**config.mk**
```make
export PLATFORM = sky130hd
export DESIGN_NAME = tmr2rc_top
export DESIGN_NICKNAME = d
export VERILOG_FILES = /design/src/hdl/tmr2rc_pkg.sv /design/src/hdl/tmr2rc_src_gen.sv /design/src/hdl/tmr2rc_top.sv
export VERILOG_INCLUDE_DIRS = /design/src /design/src/hdl
export SDC_FILE = /design/constraint.sdc
export NUM_CORES = 1
export LEC_CHECK = 0
export BUFFER_PORTS_ARGS = -buffer_cell sky130_fd_sc_hd__buf_2
export CORE_MARGIN = 2
export CORE_UTILIZATION = 50
export DETAILED_ROUTE_END_ITERATION = 6
export GPL_TIMING_DRIVEN = 0
export HOLD_SLACK_MARGIN = 0.12
export PLACE_DENSITY_LB_ADDON = 0.25
export SYNTH_ARGS = -nofsm -noshare
export SYNTH_HDL_FRONTEND = slang
export SYNTH_SLANG_ARGS = --single-unit
```
**constraint.sdc**
```tcl
create_clock -name clk_sys_i -period 3.6 [get_ports clk_sys_i]
set_input_delay 0.36 -clock clk_sys_i [delete_from_list [all_inputs] [get_ports clk_sys_i]]
set_output_delay 0.36 -clock clk_sys_i [all_outputs]
set_load 0.005 [all_outputs]
```
**src/hdl/tmr2rc_map.svh**
```systemverilog
// Summary of operation
// Split select clear: one 16-bit up-counter with automatic reload.
// 16-bit wrap from all ones loads reload pair and sets upper flag.
// With timer interrupt enabled, every 16-bit overflow requests interrupt.
// 16-bit mode: low-byte wrap also interrupts when lower enable set.
// Count clock: system, system/12, RTC/8 or comparator, slow ones synced.
// Split mode: each byte is an 8-bit counter reloading its own byte.
// Split mode: run bit gates only the high byte; low always counts.
// Per-byte select 1 uses system clock, else external field chooses source.
// Split mode: each byte wrap sets its own overflow flag.
// Split mode: high wrap interrupts; either wrap with lower enable set.
// Hardware never clears overflow flags; only software writes clear them.
// Software reads both flags to find the interrupt source.
// Capture mode is on while capture enable bit is one.
// Software should keep 16-bit mode while capture mode is used.
// Capture event on comparator rising edge or every 8 RTC cycles.
// Capture copies count into reload pair, sets upper flag, interrupts.
// Software should pick count clock much faster than capture rate.
// Low-byte wrap sets lower flag in every mode.
// Capture source bit 0 selects RTC/8, 1 selects comparator edges.
// Reserved external code gives no count pulses; the byte holds.
`ifndef TMR2RC_MAP_SVH
`define TMR2RC_MAP_SVH

// ---------------------------------------------------------------------------
// Clock source encodings and dividers
// ---------------------------------------------------------------------------
`define TMR2RC_XCLK_SYS12    2'h0
`define TMR2RC_XCLK_RTC8     2'h1
`define TMR2RC_XCLK_RSVD     2'h2
`define TMR2RC_XCLK_CMP      2'h3
`define TMR2RC_SYS_DIV_LAST  4'hb
`define TMR2RC_RTC_DIV_LAST  3'h7
`define TMR2RC_SYS_DIV_RST   4'h0
`define TMR2RC_SYS_DIV_STEP  4'h1
`define TMR2RC_RTC_DIV_RST   3'h0
`define TMR2RC_RTC_DIV_STEP  3'h1
`define TMR2RC_SYNC_RST      3'h0

// ---------------------------------------------------------------------------
// Byte values and reset values
// ---------------------------------------------------------------------------
`define TMR2RC_BYTE_MAX      8'hff
`define TMR2RC_BYTE_RST      8'h00
`define TMR2RC_CNT_STEP      8'h01
// Flag write layout: upper flag and lower flag positions within wdata.
`define TMR2RC_UPPER_FLAG_BIT 7
`define TMR2RC_LOWER_FLAG_BIT 6

`endif

```
**src/hdl/tmr2rc_pkg.sv**
```systemverilog
`default_nettype none
package tmr2rc_pkg;

  // Software-written control bits of the timer.
  typedef struct packed {
    logic       lower_overflow_irq_enable;
    logic       capture_mode_enable;
    logic       split_mode_select;
    logic       upper_run_control;
    logic [1:0] external_clock_select;
    logic       upper_clock_select;
    logic       lower_clock_select;
    logic       timer_two_irq_enable;
  } tmr2rc_ctrl_type;

  // One-cycle count and capture pulses, all in the system clock domain.
  typedef struct packed {
    logic sys12;
    logic rtc8;
    logic cmp_rise;
  } tmr2rc_tick_type;

  // Software byte write strobes and data.
  typedef struct packed {
    logic       count_low_wr;
    logic       count_high_wr;
    logic       reload_low_wr;
    logic       reload_high_wr;
    logic       flag_wr;
    logic [7:0] wdata;
  } tmr2rc_wr_type;

endpackage : tmr2rc_pkg
`default_nettype wire

```
**src/hdl/tmr2rc_src_gen.sv**
```systemverilog
`timescale 1ns/1ps
`default_nettype none
`include "tmr2rc_map.svh"

module tmr2rc_src_gen (
  // Clock and reset.
  input  wire logic                  clk_sys_i,
  input  wire logic                  rstn_i,
  // Asynchronous sources.
  input  wire logic                  rtc_clk_i,
  input  wire logic                  cmp0_out_i,
  // Pulses toward the counter.
  output wire tmr2rc_pkg::tmr2rc_tick_type tick_o
);

  logic [3:0] sys_div;
  logic [2:0] rtc_div;
  logic [2:0] rtc_sync;
  logic [2:0] cmp_sync;

  // -------------------------------------------------------------------------
  // Synchronisers and edge detection
  // -------------------------------------------------------------------------
  // Bit 0 feeds only bit 1; edges are taken between bits 1 and 2.
  always_ff @(posedge clk_sys_i or negedge rstn_i) begin
    if (!rstn_i) begin
      rtc_sync <= `TMR2RC_SYNC_RST;
      cmp_sync <= `TMR2RC_SYNC_RST;
    end else begin
      rtc_sync <= {rtc_sync[1:0], rtc_clk_i};
      cmp_sync <= {cmp_sync[1:0], cmp0_out_i};
    end
  end

  wire rtc_rise = rtc_sync[1] & ~rtc_sync[2];
  wire cmp_rise = cmp_sync[1] & ~cmp_sync[2];

  // -------------------------------------------------------------------------
  // Dividers
  // -------------------------------------------------------------------------
  // Both dividers free-run so a source switch never waits on a stale phase.
  always_ff @(posedge clk_sys_i or negedge rstn_i) begin
    if (!rstn_i) begin
      sys_div <= `TMR2RC_SYS_DIV_RST;
      rtc_div <= `TMR2RC_RTC_DIV_RST;
    end else begin
      if (sys_div == `TMR2RC_SYS_DIV_LAST) begin
        sys_div <= `TMR2RC_SYS_DIV_RST;
      end else begin
        sys_div <= sys_div + `TMR2RC_SYS_DIV_STEP;
      end
      if (rtc_rise) begin
        rtc_div <= rtc_div + `TMR2RC_RTC_DIV_STEP;
      end
    end
  end

  // Pulses are combinational, one system clock wide.
  assign tick_o.sys12    = (sys_div == `TMR2RC_SYS_DIV_LAST);
  assign tick_o.rtc8     = rtc_rise & (rtc_div == `TMR2RC_RTC_DIV_LAST);
  assign tick_o.cmp_rise = cmp_rise;

endmodule : tmr2rc_src_gen
`default_nettype wire

```
**src/hdl/tmr2rc_top.sv**
```systemverilog
`timescale 1ns/1ps
`default_nettype none
`include "tmr2rc_map.svh"

module tmr2rc_top (
  // Clock and reset.
  input  wire logic                   clk_sys_i,
  input  wire logic                   rstn_i,
  // Asynchronous clock sources.
  input  wire logic                   rtc_clk_i,
  input  wire logic                   cmp0_out_i,
  // Software control and writes.
  input  wire tmr2rc_pkg::tmr2rc_ctrl_type ctrl_i,
  input  wire tmr2rc_pkg::tmr2rc_wr_type   wr_i,
  // Timer state.
  output logic [7:0]                  count_low_byte_o,
  output logic [7:0]                  count_high_byte_o,
  output logic [7:0]                  reload_low_byte_o,
  output logic [7:0]                  reload_high_byte_o,
  output logic                        upper_overflow_flag_o,
  output logic                        lower_overflow_flag_o,
  // Interrupt request.
  output logic                        irq_o
);

  // -------------------------------------------------------------------------
  // State
  // -------------------------------------------------------------------------
  logic [7:0] count_low_byte;
  logic [7:0] count_high_byte;
  logic [7:0] reload_low_byte;
  logic [7:0] reload_high_byte;
  logic       upper_overflow_flag;
  logic       lower_overflow_flag;

  tmr2rc_pkg::tmr2rc_tick_type tick;

  // -------------------------------------------------------------------------
  // Source pulses
  // -------------------------------------------------------------------------
  tmr2rc_src_gen u_src_gen (
    .clk_sys_i  (clk_sys_i),
    .rstn_i     (rstn_i),
    .rtc_clk_i  (rtc_clk_i),
    .cmp0_out_i (cmp0_out_i),
    .tick_o     (tick)
  );

  // -------------------------------------------------------------------------
  // Clock selection
  // -------------------------------------------------------------------------
  // The system clock selection counts on every cycle; the reserved code
  // yields no pulse so the byte simply holds.
  function automatic logic sel_tick(
    input logic                        use_sys,
    input logic [1:0]                  xclk,
    input tmr2rc_pkg::tmr2rc_tick_type t
  );
    logic r;
    r = 1'b0;
    if (use_sys) begin
      r = 1'b1;
    end else begin
      case (xclk)
        `TMR2RC_XCLK_SYS12: r = t.sys12;
        `TMR2RC_XCLK_RTC8:  r = t.rtc8;
        `TMR2RC_XCLK_CMP:   r = t.cmp_rise;
        default:            r = 1'b0;
      endcase
    end
    return r;
  endfunction : sel_tick

  // Byte increment with reload on wrap, shared by every counting path.
  function automatic logic [7:0] step_byte(
    input logic [7:0] cur,
    input logic [7:0] rld,
    input logic       reload
  );
    return reload ? rld : cur + `TMR2RC_CNT_STEP;
  endfunction : step_byte

  wire split   = ctrl_i.split_mode_select;
  wire capture = ctrl_i.capture_mode_enable;
  wire low_sel = sel_tick(ctrl_i.lower_clock_select,
                          ctrl_i.external_clock_select, tick);
  wire hi_sel  = sel_tick(ctrl_i.upper_clock_select,
                          ctrl_i.external_clock_select, tick);

  // -------------------------------------------------------------------------
  // Count enables and wrap detection
  // -------------------------------------------------------------------------
  // In 16-bit mode the lower select drives the whole counter and the run
  // bit gates it; in split mode the low byte ignores the run bit.
  wire low_tick = split ? low_sel
                        : low_sel & ctrl_i.upper_run_control;
  wire low_max  = (count_low_byte == `TMR2RC_BYTE_MAX);
  wire high_max = (count_high_byte == `TMR2RC_BYTE_MAX);
  wire hi_tick  = split ? hi_sel & ctrl_i.upper_run_control
                        : low_tick & low_max;
  wire low_wrap = low_tick & low_max;
  wire hi_wrap  = hi_tick & high_max;

  // A 16-bit overflow reloads both bytes together; split mode reloads
  // each byte from its own reload byte.
  wire low_reload = split ? low_wrap : hi_wrap;
  wire hi_reload  = hi_wrap;

  // Capture event source picked by the upper external select bit.
  wire cap_src   = ctrl_i.external_clock_select[1];
  wire cap_event = capture & (cap_src ? tick.cmp_rise
                                      : tick.rtc8);

  // -------------------------------------------------------------------------
  // Next values
  // -------------------------------------------------------------------------
  logic [7:0] next_count_low_byte;
  logic [7:0] next_count_high_byte;
  logic [7:0] next_reload_low_byte;
  logic [7:0] next_reload_high_byte;
  logic       next_upper_overflow_flag;
  logic       next_lower_overflow_flag;

  // Software writes to the count win over a coincident count pulse.
  always_comb begin
    next_count_low_byte = count_low_byte;
    if (wr_i.count_low_wr) begin
      next_count_low_byte = wr_i.wdata;
    end else if (low_tick) begin
      next_count_low_byte = step_byte(count_low_byte, reload_low_byte,
                                      low_reload);
    end
  end

  always_comb begin
    next_count_high_byte = count_high_byte;
    if (wr_i.count_high_wr) begin
      next_count_high_byte = wr_i.wdata;
    end else if (hi_tick) begin
      next_count_high_byte = step_byte(count_high_byte, reload_high_byte,
                                       hi_reload);
    end
  end

  // A capture snapshots the count as it stands before this cycle's step,
  // and wins over a software reload write in the same cycle.
  always_comb begin
    next_reload_low_byte  = reload_low_byte;
    next_reload_high_byte = reload_high_byte;
    if (cap_event) begin
      next_reload_low_byte  = count_low_byte;
      next_reload_high_byte = count_high_byte;
    end else begin
      if (wr_i.reload_low_wr) begin
        next_reload_low_byte = wr_i.wdata;
      end
      if (wr_i.reload_high_wr) begin
        next_reload_high_byte = wr_i.wdata;
      end
    end
  end

  // Flags are written by software at bits 7 and 6; a hardware set in the
  // same cycle as a clearing write wins, so no event is lost.
  wire upper_set = hi_wrap | cap_event;
  wire lower_set = low_wrap;

  always_comb begin
    next_upper_overflow_flag = upper_overflow_flag;
    next_lower_overflow_flag = lower_overflow_flag;
    if (wr_i.flag_wr) begin
      next_upper_overflow_flag = wr_i.wdata[`TMR2RC_UPPER_FLAG_BIT];
      next_lower_overflow_flag = wr_i.wdata[`TMR2RC_LOWER_FLAG_BIT];
    end
    if (upper_set) begin
      next_upper_overflow_flag = 1'b1;
    end
    if (lower_set) begin
      next_lower_overflow_flag = 1'b1;
    end
  end

  // -------------------------------------------------------------------------
  // Registers
  // -------------------------------------------------------------------------
  always_ff @(posedge clk_sys_i or negedge rstn_i) begin
    if (!rstn_i) begin
      count_low_byte   <= `TMR2RC_BYTE_RST;
      count_high_byte  <= `TMR2RC_BYTE_RST;
      reload_low_byte  <= `TMR2RC_BYTE_RST;
      reload_high_byte <= `TMR2RC_BYTE_RST;
    end else begin
      count_low_byte   <= next_count_low_byte;
      count_high_byte  <= next_count_high_byte;
      reload_low_byte  <= next_reload_low_byte;
      reload_high_byte <= next_reload_high_byte;
    end
  end

  always_ff @(posedge clk_sys_i or negedge rstn_i) begin
    if (!rstn_i) begin
      upper_overflow_flag <= 1'b0;
      lower_overflow_flag <= 1'b0;
    end else begin
      upper_overflow_flag <= next_upper_overflow_flag;
      lower_overflow_flag <= next_lower_overflow_flag;
    end
  end

  // -------------------------------------------------------------------------
  // Outputs
  // -------------------------------------------------------------------------
  assign count_low_byte_o      = count_low_byte;
  assign count_high_byte_o     = count_high_byte;
  assign reload_low_byte_o     = reload_low_byte;
  assign reload_high_byte_o    = reload_high_byte;
  assign upper_overflow_flag_o = upper_overflow_flag;
  assign lower_overflow_flag_o = lower_overflow_flag;

  // The request is a level from the flags, so it stays up until software
  // clears the flag that caused it; vectoring does not clear anything.
  wire lower_req = ctrl_i.lower_overflow_irq_enable & lower_overflow_flag;
  assign irq_o = ctrl_i.timer_two_irq_enable &
                 (upper_overflow_flag | lower_req);

endmodule : tmr2rc_top
`default_nettype wire

```
==> metrics.md, run 1 <==
| Metric | Value |
|---|---|
| Status | `finished clean` |
| Minimum clock period | `2.40 ns` |
| Height of the die | `76.0 µm` |
| CTS root buf | `clkbuf_8` |
| Reg clk slew, reported paths | `0.09 ns` |
| Final antenna-violating net count | `0` |
| Setup violators final | `0` |
| WL per Instance | `16.1 µm` |
| RSZ-0062 raised after global routing | `no` |
| DR DRC count | `0` |
| Headroom to the max-slew limit | `0.303` |
| Commonest register cell after synthesis | `dfrtp_1` |
| Crit path required time | `3.78 ns` |
| Pleak | `0.00141 µW` |
| Initial antenna violation count | `0` |
| Number of setup buffers added after CTS | `0` |
| Layout cell share with drive strength beyond 1 | `0.261` |
| Vias in the first global route | `2118` |
| Worst slack, placed | `1.23 ns` |
| GP Congestion | `0.870` |
| Synth area leader | `dfrtp_1` |
| Port Buffers | `57` |
| Layout fillers | `439` |
| GRT overflow | `0` |
| Mapped Cells | `254` |
| Power Total | `1260 µW` |
| Post-cts hold buffer count | `0` |
| Die ar. | `5770 µm²` |
| Slew Limit Fails | `0` |
| Initial DRC count | `107` |
| Worst-Margin Slew | `1.04 ns` |
| Synth Warn # | `0` |
| Area Overhead vs Synth | `17.8%` |
| First-pass GRT wire length | `10700 µm` |
| Vias | `2192` |
| Sink Count | `47` |
| Max-capacitance violation count | `0` |
| Final Core Density | `0.605` |
| Clock Latency Late Sink | `0.30 ns` |
| Clock Skew | `0.0111 ns` |
| Routed WL | `6250 µm` |
| Placed Cells | `381` |
| Power per Cell Area | `412 nW/µm²` |
| Synthesized Nets | `285` |
| EDFF count, synth | `0` |
| Most common cell in the netlist | `dfrtp_1` |
| Syn Area/Cell | `10.2 µm²` |
| Hold Fails Final Rpt | `0` |
| Layout Nets | `349` |
| Num ports | `61` |
| Inserted Clock Buffers | `5` |
| CTS tree | `yes` |
| Post-cts resize count | `0` |
| #FFs+latches synth | `47` |
| Worst Hold Class | `in -> reg` |
| Area share of the largest cell type after synthesis | `0.454` |
| Worst Path Arrival | `2.59 ns` |
| Via-to-Cell Ratio | `5.65` |
| Max FO, Critical Path | `10` |
| Top post-synthesis cells by area | `dfrtp_1 (45%), mux2i_1 (8.9%), a21oi_1 (4.4%), nor2_1 (4.2%), mux2_2 (2.6%)` |
| CP Capture Type | `flip-flop` |
| N_diodes | `0` |
| Die width | `76.0 µm` |
| Initial Util | `0.514` |
| Fin cells | `388` |
| Pre-antenna DRT Iters | `4` |
| Setup slack after layout | `1.20 ns` |
| Maximum VDD drop | `0.000340 V` |
| Sequential area share after synthesis | `0.454` |
| Dpl hpwl | `4540 µm` |
| Distinct cells, synth | `55` |
| Core area | `5040 µm²` |
| Crit share post-route | `0.668` |
| Critical Path Start Type | `flip-flop` |
| Critical path type | `reg -> reg` |
| Pin count of the biggest net entering global routing | `48` |
| Commonest cells post-synth | `dfrtp_1 (47), nor2_1 (29), a21oi_1 (23), mux2i_1 (23), nand2_1 (17)` |
| Std-Cell Rows | `26` |
| Total GRT Usage | `0.229` |
| H-tree levels | `2` |
| Setup tns final | `0 ns` |
| Async SR Flop Fraction | `1.00` |
| Mapped Area | `2590 µm²` |
| Clock Path Buffers | `2` |
| Fmax | `416 MHz` |
-- final timing paths --
check	start	endpoint	slack, ns	cells past startpoint
min	cmp0_out_i	u_src_gen.cmp_sync[0]$_DFF_PN0_	0.17	1
min in group asynchronous	rstn_i	count_high_byte_o[7]$_DFFE_PN0P_	0.24	1
min reg2reg	u_src_gen.cmp_sync[0]$_DFF_PN0_	u_src_gen.cmp_sync[1]$_DFF_PN0_	0.36	0
max in group asynchronous	rstn_i	u_src_gen.rtc_sync[1]$_DFF_PN0_	2.71	1
max reg2reg	count_high_byte_o[0]$_DFFE_PN0P_	count_low_byte_o[1]$_DFFE_PN0P_	1.20	7
max	count_high_byte_o[0]$_DFFE_PN0P_	count_low_byte_o[1]$_DFFE_PN0P_	1.20	7
-- cells by family (layout without fill, tap and decap cells) --
group,after synthesis,count (layout),share of synthesized area
adder cells (fa/ha/maj),5,5,0.0241
buffers and inverters,23,87,0.0425
multiplexers,29,29,0.115
flip-flops,47,47,0.454
AO/OA/AOI/OAI,67,67,0.190
AND/OR/NAND/NOR,79,79,0.161
XOR/XNOR,4,4,0.0135
-- through the flow --
stage                     hold slack (ns)  area (µm²)
after floorplan                    0.0644        2590
final                               0.168        3050
after CTS                           0.157        3050
after global placement              0.331        2960
after detailed placement            0.340        2960
after global routing                0.153        3050
-- cells in the final DEF (no fill, tap or decap), types with 3 or more instances in the layout --
master / n
a2111oi_0: 3
a21oi_1: 23
a221o_1: 4
and3_1: 3
buf_2: 58
buf_6: 3
clkbuf_1: 7
clkbuf_8: 6
dfrtp_1: 47
ha_1: 5
inv_1: 10
mux2_2: 6
mux2i_1: 23
nand2_1: 17
nand2b_1: 3
nand3_1: 5
nor2_1: 29
nor2b_1: 4
nor3b_1: 3
o211ai_1: 3
o21ai_0: 4
o31ai_1: 4
xnor2_1: 3
-- worst max-delay path, stage by stage, from the launching register on --
cell and delay (ns):
dfrtp_1 0.49, ha_1 0.26, and3_1 0.19, buf_6 0.13, nand3_4 0.14, a21oi_4 0.38
mux2_2 0.38, a221o_1 0.31
-- state kept, by name, summed over array words and instances, names as in the netlist --
| signal | flops |
|---|---|
| u_src_gen.cmp_sync | 3 |
| u_src_gen.rtc_div | 3 |
| u_src_gen.sys_div | 4 |
| count_high_byte_o | 8 |
| upper_overflow_flag_o | 1 |
| reload_low_byte_o | 8 |
| u_src_gen.rtc_sync | 3 |
| reload_high_byte_o | 8 |
| count_low_byte_o | 8 |
| lower_overflow_flag_o | 1 |
-- power by group --
part           internal (µW)  switching, µW  total, µW
sequential               597           70.5        667
clock                    151            167        317
combinational            138            137        274
total                    885            374       1260
-- area by class of cell --
cell class,instances,area [µm²],area share
buffer,13,72.6,0.0238
clock buffer,6,82.6,0.0271
clock inverter,1,5.00,0.00164
inverter,10,37.5,0.0123
multi-input combinational,184,1310,0.428
sequential,47,1180,0.385
tap,70,87.6,0.0287
timing repair buffer,57,285,0.0935
-- metal layers --
layer  up-vias  wire, µm  global-route usage
met3         5       252              0.0367
met5         -         0                   0
li1       1065         -                   -
met4         0        55              0.0564
met2        60      3100               0.386
met1      1062      2840               0.313
(Power assumes the default switching activity.)
==> inputs of run 2 (changes only) <==
--- a/config.mk
+++ b/config.mk
@@ -6,9 +6,10 @@
 export SDC_FILE = /design/constraint.sdc
 export NUM_CORES = 1
 export LEC_CHECK = 0
+export ABC_AREA = 1
 export BUFFER_PORTS_ARGS = -buffer_cell sky130_fd_sc_hd__buf_2
 export CORE_MARGIN = 2
-export CORE_UTILIZATION = 50
+export CORE_UTILIZATION = 49
 export DETAILED_ROUTE_END_ITERATION = 6
 export GPL_TIMING_DRIVEN = 0
 export HOLD_SLACK_MARGIN = 0.12
==> constraint.sdc (replaced) <==
create_clock -name clk_sys_i -period 2.1 [get_ports clk_sys_i]
set_input_delay 0.21 -clock clk_sys_i [delete_from_list [all_inputs] [get_ports clk_sys_i]]
set_output_delay 0.21 -clock clk_sys_i [all_outputs]
set_load 0.005 [all_outputs]
==> metrics.md, run 2 <==
| Metric | Value |
|---|---|
| Core area | `5470 µm² (+8.5%)` |
| H-tree levels | `2 (unchanged)` |
| Most common cell after layout, fill and taps aside | `nand2_1` |
| Critical path type | `reg -> reg` |
| Mapped Area | `2770 µm² (+6.9%)` |
| Vias | `2509 (+14%)` |
| GP Congestion | `0.880 (+1.1%)` |
| Commonest cells post-synth | `nand2_1 (102), inv_1 (51), dfrtp_1 (47), nand3_1 (29), nor2_1 (25)` |
| Final antenna-violating net count | `0 (unchanged)` |
| Worst slack, placed | `0.0806 ns (-1.15 ns)` |
| Max-capacitance violation count | `0 (unchanged)` |
| Synthesized Nets | `380 (+33%)` |
| RSZ-0062 raised after global routing | `no` |
| Hold Fails Final Rpt | `0 (unchanged)` |
| Sequential area share after synthesis | `0.425 (-0.0293)` |
| Worst path most repeated cell | `nand4_4` |
| Clock Skew | `0.0147 ns (+0.00364 ns)` |
| Max FO, Critical Path | `10 (unchanged)` |
| Vias in the first global route | `2407 (+14%)` |
| Headroom to the max-slew limit | `0.304 (+0.000417)` |
| Die ar. | `6270 µm² (+8.6%)` |
| Crit path required time | `2.29 ns (-1.49 ns)` |
| Most frequent cells in the layout | `nand2_1 (102), buf_2 (58), inv_1 (51)` |
| Setup violators final | `0 (unchanged)` |
| GRT overflow | `0 (unchanged)` |
| Layout Nets | `446 (+28%)` |
| Largest stage delay, worst path | `0.46 ns (-0.03 ns)` |
| Minimum clock period | `1.91 ns (-0.495 ns)` |
| Sink Count | `47 (unchanged)` |
| Async SR Flop Fraction | `1.00 (unchanged)` |
| CP Capture Type | `flip-flop` |
| Crit path max-delay family | `simple AND/OR/NAND/NOR gates` |
| Port Buffers | `57 (unchanged)` |
| Height of the die | `79.2 µm (+4.2%)` |
| CTS tree | `yes` |
| Worst Hold Class | `in -> async` |
| Mapped Cells | `349 (+37%)` |
| Reg clk slew, reported paths | `0.09 ns (about the same)` |
| Crit path buffers/inverters | `1 (unchanged)` |
| N_diodes | `0 (unchanged)` |
| Pre-antenna DRT Iters | `5 (+1)` |
| Maximum VDD drop | `0.000367 V (+8.0%)` |
| Die width | `79.2 µm (+4.2%)` |
| Most common cell in the netlist | `nand2_1` |
| Critical path's slowest cell | `dfrtp_1` |
| Num ports | `61 (unchanged)` |
| Routed WL | `6610 µm (+5.7%)` |
| Setup tns final | `0 ns (unchanged)` |
| Area share of the largest cell type after synthesis | `0.425 (-0.0293)` |
| Area Overhead vs Synth | `17.6%` |
| Syn Area/Cell | `7.94 µm² (-22%)` |
| Commonest register cell after synthesis | `dfrtp_1` |
| Fmax | `524 MHz (+26%)` |
| Critical Path Start Type | `flip-flop` |
| Clock Path Buffers | `2 (unchanged)` |
| Worst Path Arrival | `2.10 ns (-0.49 ns)` |
| WL per Instance | `13.6 µm (-16%)` |
| Initial antenna violation count | `0 (unchanged)` |
| Crit share post-route | `0.909 (+0.241)` |
| Inserted Clock Buffers | `5 (unchanged)` |
| Clock Latency Late Sink | `0.30 ns (about the same)` |
| Dpl hpwl | `4860 µm (+7.0%)` |
| EDFF count, synth | `0 (unchanged)` |
| Via-to-Cell Ratio | `5.15 (-8.8%)` |
| Initial DRC count | `174 (+63%)` |
| CTS root buf | `clkbuf_8` |
| Pleak | `0.00174 µW (+24%)` |
| Std-Cell Rows | `27 (+3.8%)` |
| Total GRT Usage | `0.227 (-0.00215)` |
| Layout cell share with drive strength beyond 1 | `0.236 (-0.0249)` |
| Synth Warn # | `0 (unchanged)` |
| Pin count of the biggest net entering global routing | `48 (unchanged)` |
| Synth area leader | `dfrtp_1` |
| #FFs+latches synth | `47 (unchanged)` |
| First-pass GRT wire length | `11300 µm (+5.7%)` |
| Top post-synthesis cells by area | `dfrtp_1 (42%), nand2_1 (14%), inv_1 (6.9%), nand3_1 (5.2%), nor2_1 (3.4%)` |
| Status | `finished clean` |
| DR DRC count | `0 (unchanged)` |
| Setup slack after layout | `0.190 ns (-1.00 ns)` |
| Slew Limit Fails | `0 (unchanged)` |
| Worst-Margin Slew | `1.04 ns (-0.000625 ns)` |
| Distinct cells, synth | `31 (-44%)` |
| Initial Util | `0.506 (-0.00772)` |
| Crit path cell chain | `ha_1, nand3_2, nor2_4, nand4_4, nand2_2, nand4_4, buf_6, o211ai_2, nand2_1` |
| Power per Cell Area | `670 nW/µm² (+62%)` |
## run 2: cell count changes after synthesis, sizes merged, moves of 6 or more
| cell | change |
|---|---|
| a21oi | -23 |
| mux2 | -6 |
| nand2 | +94 |
| xor2 | +8 |
| inv | +42 |
| nand4 | +14 |
| o211ai | +10 |
| mux2i | -23 |
| nand3 | +26 |
## run 2: repair_timing
item	in CTS	in global routing
buffers inserted	0	0
endpoints found under the setup margin	0	16
hold endpoints to repair	2	0
hold buffers	2	0
resized for setup	0	2
## run 2: logic make-up after synthesis
family	count (synthesis)	share of synthesized area
adder cells (fa/ha/maj)	5	0.0226
AND/OR/NAND/NOR	193	0.344
AO/OA/AOI/OAI	33	0.0876
XOR/XNOR	12	0.0379
buffers and inverters	59	0.0831
flip-flops	47	0.425
## run 2: final timing paths
kind                                             startpoint                                end  slack, ns  cells past startpoint
max in group asynchronous                            rstn_i   reload_low_byte_o[0]$_DFFE_PN0P_       1.36                      1
max reg2reg                count_high_byte_o[0]$_DFFE_PN0P_    count_low_byte_o[5]$_DFFE_PN0P_       0.19                      9
max                        count_high_byte_o[0]$_DFFE_PN0P_    count_low_byte_o[5]$_DFFE_PN0P_       0.19                      9
min reg2reg                 u_src_gen.cmp_sync[0]$_DFF_PN0_    u_src_gen.cmp_sync[1]$_DFF_PN0_       0.35                      0
min                                                  rstn_i     u_src_gen.sys_div[3]$_DFF_PN0_       0.08                      1
min in group clk_sys_i                              wr_i[8]  upper_overflow_flag_o$_DFFE_PN0P_       0.20                      3
## run 2: stage by stage
| stage | util | total power [µW] | cells | area (µm²) | hold slack, ns |
|---|---|---|---|---|---|
| floorplan | - | 1430 | 349 | 2770 | -0.0856 |
| global placement | 0.575 | 1620 | 478 | 3150 | 0.319 |
| detailed placement | 0.575 | 1640 | 478 | 3150 | 0.320 |
| CTS | 0.594 | 2210 | 487 | 3250 | 0.134 |
| global route | 0.595 | 2330 | 487 | 3260 | 0.188 |
| finish | 0.595 | 2180 | 487 | 3260 | 0.0840 |
## run 2: area by class of cell
| type | count | area, µm² |
|---|---|---|
| fillers | 505 | 2210 |
| multi-input cells | 243 | 1370 |
| flip-flops and latches | 47 | 1180 |
| repair buffers | 59 | 305 |
| inverters | 52 | 195 |
| well taps | 72 | 90.1 |
| clock buffers | 6 | 82.6 |
| plain buffers | 7 | 35.0 |
| clock inverters | 1 | 5.00 |
## run 2: where the power goes
| group | leakage [µW] | internal (µW) | switching [µW] |
|---|---|---|---|
| registers | 0.000571 | 1010 | 123 |
| logic | 0.00112 | 213 | 275 |
| clock network | 0.0000470 | 259 | 297 |
| total | 0.00174 | 1490 | 695 |
## run 2: layer usage
metal | vias to the layer above | global-route usage | wire (µm)
met5 | - | 0 | 0
met4 | 0 | 0.0672 | 55
met3 | 5 | 0.0409 | 303
met2 | 68 | 0.378 | 3170
met1 | 1181 | 0.302 | 3080
li1 | 1255 | - | -
